===== src/inc/ips_pkg.sv =====
// package: register map, field layout and source constants of the priority block
package ips_pkg;
	localparam int          NSRC      = 5;  // user sources
	localparam int          NTRAP     = 4;  // trap sources
	localparam int          AW        = 5;  // byte address width
	// byte offsets
	localparam logic [4:0]  OFS_CAPX1 = 5'h00;
	localparam logic [4:0]  OFS_EXT2  = 5'h04;
	localparam logic [4:0]  OFS_SERR  = 5'h08;
	localparam logic [4:0]  OFS_STAT  = 5'h0c;
	localparam logic [4:0]  OFS_CPU   = 5'h10;
	// source indices
	localparam int          SRC_CAP7  = 0;
	localparam int          SRC_CAP8  = 1;
	localparam int          SRC_EXT1  = 2;
	localparam int          SRC_EXT2  = 3;
	localparam int          SRC_SERR  = 4;
	// field positions
	localparam int          POS_CAP7  = 8;
	localparam int          POS_CAP8  = 12;
	localparam int          POS_EXT1  = 0;
	localparam int          POS_EXT2  = 4;
	localparam int          POS_SERR  = 4;
	localparam int          POS_LVL   = 8;
	localparam int          POS_VEC   = 0;
	// reset values
	localparam logic [2:0]  PRIO_RST  = 3'h4;
	localparam logic [2:0]  CPU_RST   = 3'h0;
	// vector codes (code n is vector n+8)
	localparam logic [NSRC-1:0][6:0] SRC_VEC =
		{7'h2d, 7'h20, 7'h1c, 7'h15, 7'h0e};
	localparam logic [NTRAP-1:0][6:0] TRAP_VEC =
		{7'h04, 7'h03, 7'h02, 7'h01};
	localparam logic [3:0]  TRAP_BASE = 4'h8; // trap i sits at level 8+i

	// three-bit priority code to level: 000 off, 001..111 level 1..7
	function automatic logic [3:0] ips_level(input logic [2:0] code);
		ips_level = {1'b0, code};
	endfunction : ips_level
endpackage : ips_pkg


===== src/logic/ips_pick.sv =====
// module: picks the highest requesting source above the cpu level
`timescale 1ns/100ps
module ips_pick
	import ips_pkg::*;
(
	input  wire logic [ips_pkg::NSRC-1:0][2:0] prio,     // user priority codes
	input  wire logic [ips_pkg::NSRC-1:0]      srcReq,   // flagged and enabled
	input  wire logic [ips_pkg::NTRAP-1:0]     trapReq,  // trap requests
	input  wire logic [2:0]                    cpuLevel, // current cpu level
	output logic                               found,    // something pending
	output logic [3:0]                         level,    // winner level
	output logic [6:0]                         vecCode   // winner vector code
);
	// scan in index order; a strict compare keeps the lower index on a tie
	always_comb
	begin
		found   = 1'b0;
		level   = {1'b0, cpuLevel};
		vecCode = 7'h00;
		for (int i = 0; i < NSRC; i++)
		begin
			// code 000 gives level 0, never above the cpu level
			if (srcReq[i] && ips_level(prio[i]) > level)
			begin
				found   = 1'b1;
				level   = ips_level(prio[i]);
				vecCode = SRC_VEC[i];
			end
		end
		// traps sit at 8..11, always above any user cpu level
		for (int t = 0; t < NTRAP; t++)
		begin
			if (trapReq[t])
			begin
				found   = 1'b1;
				level   = TRAP_BASE + 4'(t);
				vecCode = TRAP_VEC[t];
			end
		end
	end
endmodule : ips_pick


===== src/logic/ips_top.sv =====
// module: priority fields, pending status and avalon-mm register slave
//
// Summary of operation
// - priority code 111 puts a source at level 7, the highest user level
// - code 001 is level 1, 000 disables the source, others are linear
// - unimplemented bits of priority and status registers read zero
// - first register: capture 7 at 10:8, capture 8 at 14:12, ext1 at 2:0
// - status bits 11:8 report the new cpu level, 0 to 11
// - status bits 6:0 report the pending vector code, n means n+8
// - after reset every user priority field holds level 4
// - trap levels 8 to 11 are never masked by the cpu level
//
// The register addresses and the Avalon-MM slave port are this design's own decisions.
`timescale 1ns/100ps
module ips_top
	import ips_pkg::*;
(
	input  wire logic                       clk,           // 40 MHz clock
	input  wire logic                       arst_n,        // async reset
	input  wire logic [ips_pkg::AW-1:0]     address,       // byte address
	input  wire logic                       read,          // read request
	input  wire logic                       write,         // write request
	input  wire logic [3:0]                 byteenable,    // lane enables
	input  wire logic [31:0]                writedata,     // write data
	output logic [31:0]                     readdata,      // read data
	output logic                            waitrequest,   // stall
	input  wire logic [ips_pkg::NSRC-1:0]   srcReq,        // source requests
	input  wire logic [ips_pkg::NTRAP-1:0]  trapReq,       // trap requests
	output logic                            irqPending,    // request to core
	output logic [3:0]                      newCpuLevel,   // pending level
	output logic [6:0]                      pendVector     // pending vector
);
	typedef struct packed {
		logic [NSRC-1:0][2:0] prio;
		logic [2:0]           cpuLevel;
		logic                 wait_;
		logic [31:0]          rdata;
		logic                 pend;
		logic [3:0]           level;
		logic [6:0]           vec;
	} ips_state_s;

	ips_state_s stateQ;
	ips_state_s stateD;
	logic       pickFound;
	logic [3:0] pickLevel;
	logic [6:0] pickVec;
	logic       reqOn;
	logic       accept;

	////////////////////////////////////////////////////////////////////////
	// arbitration
	ips_pick uPick (
		.prio     (stateQ.prio),
		.srcReq   (srcReq),
		.trapReq  (trapReq),
		.cpuLevel (stateQ.cpuLevel),
		.found    (pickFound),
		.level    (pickLevel),
		.vecCode  (pickVec)
	);

	////////////////////////////////////////////////////////////////////////
	// register read image; only documented fields reach the bus
	function automatic logic [31:0] regRead(input ips_state_s s,
		input logic [AW-1:0] a);
		regRead = 32'h0000_0000; // unmapped and unused bits read zero
		unique case (a)
			OFS_CAPX1:
			begin
				regRead[POS_CAP7 +: 3] = s.prio[SRC_CAP7];
				regRead[POS_CAP8 +: 3] = s.prio[SRC_CAP8];
				regRead[POS_EXT1 +: 3] = s.prio[SRC_EXT1];
			end
			OFS_EXT2: regRead[POS_EXT2 +: 3] = s.prio[SRC_EXT2];
			OFS_SERR: regRead[POS_SERR +: 3] = s.prio[SRC_SERR];
			OFS_STAT:
			begin
				regRead[POS_LVL +: 4] = s.level;
				regRead[POS_VEC +: 7] = s.vec;
			end
			OFS_CPU:  regRead[2:0] = s.cpuLevel;
			default:  regRead = 32'h0000_0000;
		endcase
	endfunction : regRead

	////////////////////////////////////////////////////////////////////////
	// next state: one wait cycle per access, write lands on the release edge
	assign reqOn  = read || write;
	assign accept = reqOn && !stateQ.wait_;

	always_comb
	begin
		stateD = stateQ;
		// status follows the winner every cycle
		stateD.pend  = pickFound;
		stateD.level = pickLevel;
		stateD.vec   = pickVec;
		// bus handshake: waitrequest drops for exactly one cycle
		if (accept)
			stateD.wait_ = 1'b1;
		else if (reqOn)
			stateD.wait_ = 1'b0;
		if (reqOn && stateQ.wait_)
			stateD.rdata = regRead(stateQ, address);
		// writes touch only field bits, so reserved bits stay zero
		if (accept && write)
		begin
			unique case (address)
				OFS_CAPX1:
				begin
					if (byteenable[1])
					begin
						stateD.prio[SRC_CAP7] = writedata[POS_CAP7 +: 3];
						stateD.prio[SRC_CAP8] = writedata[POS_CAP8 +: 3];
					end
					if (byteenable[0])
						stateD.prio[SRC_EXT1] = writedata[POS_EXT1 +: 3];
				end
				OFS_EXT2:
					if (byteenable[0])
						stateD.prio[SRC_EXT2] = writedata[POS_EXT2 +: 3];
				OFS_SERR:
					if (byteenable[0])
						stateD.prio[SRC_SERR] = writedata[POS_SERR +: 3];
				// cpu level is 3 bits, so it can never reach trap levels
				OFS_CPU:
					if (byteenable[0])
						stateD.cpuLevel = writedata[2:0];
				default: ; // status is read only, unmapped ignored
			endcase
		end
	end

	////////////////////////////////////////////////////////////////////////
	// state register
	always_ff @(posedge clk or negedge arst_n)
	begin
		if (!arst_n)
		begin
			stateQ          <= '0;
			stateQ.prio     <= {NSRC{PRIO_RST}}; // every source at level 4
			stateQ.cpuLevel <= CPU_RST;
			stateQ.wait_    <= 1'b1;
		end
		else
			stateQ <= stateD;
	end

	// outputs straight from the state flops
	assign readdata    = stateQ.rdata;
	assign waitrequest = stateQ.wait_;
	assign irqPending  = stateQ.pend;
	assign newCpuLevel = stateQ.level;
	assign pendVector  = stateQ.vec;

	////////////////////////////////////////////////////////////////////////
	// checks
	logic initSeenQ;
	always_ff @(posedge clk or negedge arst_n)
	begin
		if (!arst_n)
			initSeenQ <= 1'b0;
		else
			initSeenQ <= 1'b1;
	end

	a_prio_reset_four: assert property (
		@(posedge clk) disable iff (!arst_n)
		!initSeenQ |-> stateQ.prio == {NSRC{PRIO_RST}})
		else $error("priority fields not at level 4 after reset");

	a_cap_field_write: assert property (
		@(posedge clk) disable iff (!arst_n)
		(write && !waitrequest && address == OFS_CAPX1 && byteenable[1])
		|=> stateQ.prio[SRC_CAP7] == $past(writedata[10:8])
		&& stateQ.prio[SRC_CAP8] == $past(writedata[14:12]))
		else $error("capture priority field write misplaced");

	a_unused_read_zero: assert property (
		@(posedge clk) disable iff (!arst_n)
		(read && !waitrequest && address == OFS_CAPX1)
		|-> (readdata & 32'hffff_8888) == 32'h0000_0000)
		else $error("unimplemented bits read nonzero");

	a_status_level_vec: assert property (
		@(posedge clk) disable iff (!arst_n)
		(read && !waitrequest && address == OFS_STAT)
		|-> readdata[11:8] == $past(newCpuLevel)
		&& readdata[6:0] == $past(pendVector) && readdata[7] == 1'b0)
		else $error("status fields do not match pending state");

	a_vector_of_pending: assert property (
		@(posedge clk) disable iff (!arst_n)
		##1 (irqPending && newCpuLevel < TRAP_BASE)
		|-> pendVector inside {SRC_VEC[0], SRC_VEC[1], SRC_VEC[2],
			SRC_VEC[3], SRC_VEC[4]})
		else $error("user level pending without a user vector");

	a_disabled_silent: assert property (
		@(posedge clk) disable iff (!arst_n)
		(srcReq == 5'h01 && trapReq == 4'h0 && stateQ.prio[0] == 3'h0)
		|=> !irqPending)
		else $error("disabled source was granted");

	a_level_seven_top: assert property (
		@(posedge clk) disable iff (!arst_n)
		(srcReq[SRC_SERR] && stateQ.prio[SRC_SERR] == 3'h7
		&& trapReq == 4'h0 && stateQ.cpuLevel != 3'h7)
		|=> irqPending && newCpuLevel == 4'h7)
		else $error("priority 111 source not at level 7");

	a_trap_unmasked: assert property (
		@(posedge clk) disable iff (!arst_n)
		(|trapReq) |=> irqPending && newCpuLevel >= TRAP_BASE)
		else $error("trap masked by cpu level");

	a_above_cpu_level: assert property (
		@(posedge clk) disable iff (!arst_n)
		##1 irqPending |-> newCpuLevel > {1'b0, $past(stateQ.cpuLevel)})
		else $error("pending level not above cpu level");

	c_prio_write: cover property (@(posedge clk) disable iff (!arst_n)
		write && !waitrequest && address == OFS_EXT2);
	c_status_read: cover property (@(posedge clk) disable iff (!arst_n)
		read && !waitrequest && address == OFS_STAT && irqPending);
	c_trap_over_user: cover property (@(posedge clk) disable iff (!arst_n)
		(|trapReq) && (|srcReq));
	c_user_disabled: cover property (@(posedge clk) disable iff (!arst_n)
		srcReq[SRC_CAP7] && stateQ.prio[SRC_CAP7] == 3'h0);
endmodule : ips_top


===== config.mk =====
export PLATFORM = sky130hd
export DESIGN_NAME = ips_top
export DESIGN_NICKNAME = d
export VERILOG_FILES = /design/src/inc/ips_pkg.sv /design/src/logic/ips_pick.sv /design/src/logic/ips_top.sv
export SDC_FILE = /design/constraint.sdc
export NUM_CORES = 1
export LEC_CHECK = 0
export BUFFER_PORTS_ARGS = -buffer_cell sky130_fd_sc_hd__clkbuf_2
export CAP_MARGIN = 30
export CORE_ASPECT_RATIO = 1.4
export CORE_MARGIN = 3
export CORE_UTILIZATION = 35
export CTS_CLUSTER_DIAMETER = 200
export DETAILED_ROUTE_END_ITERATION = 10
export GPL_ROUTABILITY_DRIVEN = 0
export GPL_TIMING_DRIVEN = 0
export SLEW_MARGIN = 25
export SYNTH_ARGS = -nofsm -noshare
export SYNTH_HDL_FRONTEND = slang
export SYNTH_SLANG_ARGS = --single-unit

===== constraint.sdc =====
create_clock -name clk -period 8.35 [get_ports clk]
set_input_delay 0.4175 -clock clk [delete_from_list [all_inputs] [get_ports clk]]
set_output_delay 0.4175 -clock clk [all_outputs]
set_load 0.01 [all_outputs]

-- Word-level counts from Yosys, hierarchy flattened
Cells that the tools add are included.
- reduce and logical (&&, ||, !) cells: 17
- eq/ne operators: 4
- mux-type cells: 35
- $lt $le $gt $ge: 5
- operators by type and width (kind ; count):
    6-bit two-way mux ; 6
    4-bit two-way mux ; 5
    3-bit two-way mux ; 6
    3-bit one-hot mux with 3 select lines ; 2
    3-bit greater-than comparator ; 5
    3-bit AND reduction ; 5
    1-bit two-way mux ; 13
    5-bit by 4-bit equality test with 1-bit output (second input constant) ; 2
    5-bit two-way mux ; 2
    1-bit logical AND ; 8
    3-bit one-hot mux with 2 select lines ; 1
    5-bit by 3-bit equality test with 1-bit output (second input constant) ; 1
    5-bit equality test (second input constant) ; 1
    5-bit zero test ; 1
    2-bit nonzero test ; 1
    1-bit zero test ; 1
    1-bit logical OR ; 1
- input port bits: 54
- output and inout bits: 45
- register bits: 45
- word-level logic and storage cells: 72

-- Logic depth before layout (Yosys ltp)
- word-level depth: 19
- depth in mapped cells: 38

-- By module
From an unflattened synthesis, not the netlist that was laid out.
- cell total of the unflattened synthesis: 302
- area total of the unflattened synthesis: 2964.1 sq um
- by module, submodules not included (module ; cells an instance ; instances ; area each (sq um)):
    ips_top ; 186 ; 1 ; 2174.6
    ips_pick ; 116 ; 1 ; 789.5

-- Worst setup path before layout
OpenSTA, ideal clock, no wires.
- path type: reg2reg
- start: register, netlist name stateQ[46]
- end: register stateQ (netlist bit pendVector[0])
- setup slack: 2.075 ns
- clock period less this slack: 6.275 ns
- data arrival time: 6.145 ns
- library setup time: 0.129 ns
- cell stages (with the launch flop): 33
- cell sequence: dfrtp_1 > inv_1 > ha_1 > nor2b_4 > o31a_2 > nand2_1 > nor2_1 > a21oi_1 > inv_1 > ha_1 > o41ai_1 > a221oi_2 > or3_1 > and2_1 > ha_1 > or2_2 > maj3_2 > a21o_1 > nand4_1 > nand2_1 > ha_1 > nand3_1 > nand2_1 > a21oi_1 > nand2_1 > o21a_1 > ha_1 > nor2b_1 > o21ai_0 > nand2b_1 > and3_1 > clkbuf_1 > o41a_1
- longest elaborated chain between the ends: 19
- elaborated cells between the ends (all ways): 22
- those cells by class: order compare (5); mux (12); reduce/logical (5)
- ends and longest elaborated chain (element ; line ; text):
    3-bit greater-than comparator ; ips_pick.sv:23 ; if (srcReq[i] && ips_level(prio[i]) > level)
    1-bit logical AND ; ips_pick.sv:23 ;
    3-bit two-way mux * ; ips_pick.sv:23 ;
    3-bit greater-than comparator ; ips_pick.sv:23 ;
    1-bit logical AND ; ips_pick.sv:23 ;
    3-bit two-way mux ; ips_pick.sv:23 ;
    3-bit greater-than comparator ; ips_pick.sv:23 ;
    1-bit logical AND ; ips_pick.sv:23 ;
    3-bit two-way mux ; ips_pick.sv:23 ;
    3-bit greater-than comparator ; ips_pick.sv:23 ;
    1-bit logical AND ; ips_pick.sv:23 ;
    3-bit two-way mux ; ips_pick.sv:23 ;
    3-bit greater-than comparator ; ips_pick.sv:23 ;
    1-bit logical AND ; ips_pick.sv:23 ;
    6-bit two-way mux * ; ips_pick.sv:23 ;
    6-bit two-way mux * (4 in series) ; ips_pick.sv:33 ; if (trapReq[t])
    via pickVec[0] ; ips_top.sv:47 ; logic [6:0] pickVec;
    end signal, assigned ; ips_top.sv:147 ; stateQ <= stateD;
    end, declared ; ips_top.sv:43 ; ips_state_s stateQ;
Mark *: on every way through the listed nets, which the timed path passes. The rest lies on a longest branch.
A chain may end at the register's enable or synchronous reset.

-- Worst setup path after layout
- start: register, netlist name stateQ[46]
- end: register stateQ (netlist bit newCpuLevel[1])
- longest elaborated chain between the ends: 19
- ends and longest elaborated chain (element ; line ; text):
    3-bit greater-than comparator ; ips_pick.sv:23 ;
    1-bit logical AND ; ips_pick.sv:23 ;
    3-bit two-way mux * ; ips_pick.sv:23 ;
    3-bit greater-than comparator ; ips_pick.sv:23 ;
    1-bit logical AND ; ips_pick.sv:23 ;
    3-bit two-way mux * ; ips_pick.sv:23 ;
    3-bit greater-than comparator ; ips_pick.sv:23 ;
    1-bit logical AND ; ips_pick.sv:23 ;
    3-bit two-way mux * ; ips_pick.sv:23 ;
    3-bit greater-than comparator ; ips_pick.sv:23 ;
    1-bit logical AND ; ips_pick.sv:23 ;
    3-bit two-way mux * ; ips_pick.sv:23 ;
    3-bit greater-than comparator ; ips_pick.sv:23 ;
    1-bit logical AND ; ips_pick.sv:23 ;
    3-bit two-way mux * ; ips_pick.sv:23 ;
    4-bit two-way mux * (4 in series) ; ips_pick.sv:33 ;
    via pickLevel[1] ; ips_top.sv:46 ; logic [3:0] pickLevel;
Marks and branches as above.

==> results list <==
- The run finished with clean final reports.
- In this run the core area contains 38 standard-cell rows.
* Core Footprint: 0.00789 mm2
- Final slew viol count: 0
- Sequential cell area fraction in the yosys report: 0.385
- Power per cell area: 217 mW/mm2
- Die Y-Extent: about 110 um
* Setup repair after global routing missed its margin: false
- The initial utilization of the core area, before any placement, comes to 0.364.
* Iteration-0 DRC count of the detailed router: 88
- The synthesized netlist contains 59 unique library cells.
- Min setup slack post-route: ~1.0 ns
- Via count normalized by instance count: approximately 4.8
- Required time of the critical path: approximately 8.6 ns
- Latest clock arrival within the worst-skew pair: around 0.31 ns
- Maximum cell stage delay along the critical path: 0.48 ns
- Flop and latch count out of synthesis: 44
- For the pin with the worst max-slew slack, the measured transition is between 0.6 and 0.7 ns.
- Largest net degree at the start of global routing: 45
- Layout cells sized above 1: 0.335
- In the final layout, the multi-input gates occupy about 0.0014 mm2.
- Synthesis produced 320 cells.
- Final clock skew: around 0.0063 ns
- Post-Place Setup Slack: between 1 and 1.5 ns
- Among all stages on the critical path, the largest delay is contributed by a21oi_1.
* Reported max-cap violation count: 0
- Area Growth Syn to Fin: 19.9%
* Number of antenna violations at the first check in global routing: 0
- The first global-routing pass estimated roughly 11,000 um of wire.
- Total negative slack: 0 ns
- The filler cells instantiated in the layout total 847.
- Of all nets on the critical path, the largest fanout is 8.
* Critical path start-end classification: flop to flop
- Clock transition at the registers of the reported paths: around 0.090 ns
- CTS tree: yes
* Tot GR Track Use: 0.154
* Post-synth design cell area: around 0.0029 mm2
* Type of the worst min-delay path: primary input to asynchronous set/reset pin
- GRT overflow: 0
* Vias after detailed routing: ~2,400
- The count of nets left with antenna violations once routing finished came out at 0.
- Number of endpoints with negative hold slack in the final report: 0
- Post-layout util: 0.437
* Max Root-Sink Buffers: 2
- Port Buffers: 54
- Final Cell Area: between 0.003 and 0.004 mm2
* Routed wirelength normalized by instance count: between 10 and 15 um
- For this design the static power due to leakage is 0.00171 uW.
- Number of hold buffers added after cts: 0
* Average footprint of a synthesized cell: about 9.0 um2
- Main flop type after synthesis: dfrtp_1
* Post-CTS setup buffer count: 0
* FMAX: 0.137 GHz
- 99 I/O pins were placed.
- Counting tap cells, the placed design contains a total of 492 instances.
- Setup crit start kind: flop
- Crit path arrival time: 7.52 ns
- After layout, the minimum clock period comes to about 7.3 ns.
- Number of sinks driven by the clock tree: between 40 and 50
- In the routed design, unresolved DRC markers number 0.
* DP HPWL: around 5600 um
* TritonCTS buffer count: 5
- Antenna diode count: 0
* Max-Slew Margin vs Limit: 0.595
- Placed inst area: around 0.0033 mm2
- Floorplan die width: ~83 um
- FF/Latch Area: 0.00111 mm2
* EDFF count, synth: 0
- Setup violations remaining at the end of the flow were counted as 0.
- Leaving out filler cells and counting taps, the final layout contains 500.
- STA classifies the critical path endpoint as a flop.
- After synthesis, the share of flip-flops with an asynchronous set or reset is 1.00.
- Of the available clock period, the critical path in the final layout requires 0.875.
- The via count of the first global-routing pass is about 2,300.
- H-tree depth reported by CTS: 2
* # resized after CTS: 0
- Before antenna repair, the detailed router went through 5 iterations.
* Area of the die: 0.00936 mm2
* Root buffer cell: clkbuf_8
* Wire length after detailed routing: 6970 um
- The worst-case IR drop observed on VDD is roughly 90 uV.
- # nets final: around 460
- Number of synthesis warnings: 0
[stage by stage]
step | total power, uW | hold WS [ns]
floorplan | 501 | 0.122
global placement | 580 | 0.465
detailed placement | 589 | 0.474
CTS | 753 | 0.155
global route | 804 | 0.186
finish | 748 | 0.119
[worst max-delay path: cells and delay by family (launching register included)]
kind,cells,cell delay [ns]
adders and majority gates,6,1.73
DFF,1,0.43
muxes,1,0.32
buffers and inverters,4,0.52
AOI/OAI and AO/OA,11,2.38
and+or+nand+nor,12,1.83
[placed cells by master, fill, tap and decap left out, types with 4 or more instances in the layout]
| cell type | n |
|---|---|
| a21oi_1 | 9 |
| a22o_1 | 5 |
| a22oi_1 | 6 |
| and3_1 | 4 |
| buf_4 | 43 |
| clkbuf_1 | 8 |
| clkbuf_2 | 53 |
| clkbuf_8 | 5 |
| conb_1 | 19 |
| dfrtp_1 | 38 |
| dfstp_2 | 6 |
| ha_1 | 11 |
| inv_1 | 15 |
| mux2_2 | 10 |
| nand2_1 | 43 |
| nand3_1 | 8 |
| nor2_1 | 14 |
| nor2b_1 | 8 |
| nor3_1 | 5 |
| o21a_1 | 4 |
| o21ai_0 | 33 |
| o21ai_1 | 5 |
[Yosys cell counts, drive strengths merged, types with 3 or more instances]
| master | instances | area (um2) |
|---|---|---|
| a22o | 5 | 43.8 |
| mux2 | 11 | 124 |
| clkbuf | 7 | 26.3 |
| nor3 | 5 | 25.0 |
| ha | 11 | 138 |
| nor2 | 15 | 58.8 |
| o21a | 4 | 30.0 |
| buf | 44 | 328 |
| dfrtp | 38 | 951 |
| a22oi | 6 | 45.0 |
| inv | 15 | 56.3 |
| nand3 | 8 | 40.0 |
| dfstp | 6 | 158 |
| nor2b | 9 | 63.8 |
| a21oi | 10 | 53.8 |
| o21ai | 38 | 190 |
| nand2 | 43 | 161 |
| o22ai | 3 | 25.0 |
| and3 | 5 | 36.3 |
[logic make-up (layout without fill, tap and decap cells)]
| family | Yosys count | count (layout) | synth area share |
|---|---|---|---|
| AO/OA/AOI/OAI | 84 | 84 | 0.196 |
| XOR/XNOR | 1 | 1 | 0.00305 |
| adder cells (fa/ha/maj) | 12 | 12 | 0.0518 |
| buffers and inverters | 66 | 128 | 0.143 |
| flip-flops | 44 | 44 | 0.385 |
| multiplexers | 11 | 11 | 0.0431 |
| other | 1 | 19 | 0.00130 |
| AND/OR/NAND/NOR | 101 | 101 | 0.177 |
[flip-flops by register name (all words and copies together), names as in the netlist]
| name | count |
|---|---|
| stateQ | 18 |
| readdata | 14 |
| pendVector | 6 |
| newCpuLevel | 4 |
| irqPending | 1 |
| waitrequest | 1 |
[where the power goes]
group          internal, uW  switching [uW]
registers               250            31.7
clock network          88.9            75.3
logic                   134             168
[per-layer routing]
metal | routed length, um | GRT usage | part of all wire
met3 | 372 | 0.0279 | 0.053
met1 | 2830 | 0.179 | 0.41
met5 | 0 | 0 | 0
met4 | 104 | 0.0545 | 0.015
met2 | 3660 | 0.276 | 0.53
[layout make-up]
cell class | instances | share of cell area
multi-input combinational | 228 | 0.413
sequential | 44 | 0.321
buffer | 51 | 0.103
timing repair buffer | 54 | 0.0791
tap | 100 | 0.0363
clock buffer | 6 | 0.0210
inverter | 15 | 0.0163
clock inverter | 2 | 0.0102
[path summary, 6_finish.rpt]
check / from / to / slack, ns / depth (start not counted)
max: stateQ[46] / newCpuLevel[1] / 1.05 / 34
min: arst_n / stateQ[47] / 0.12 / 1
min in group clk: writedata[14] / stateQ[53] / 0.31 / 3
min reg2reg: readdata[14] / readdata[14] / 0.48 / 2
max in group asynchronous: arst_n / readdata[9] / 7.80 / 1
max reg2reg: stateQ[46] / newCpuLevel[1] / 1.05 / 34
Power figures use the tool's default switching activity.
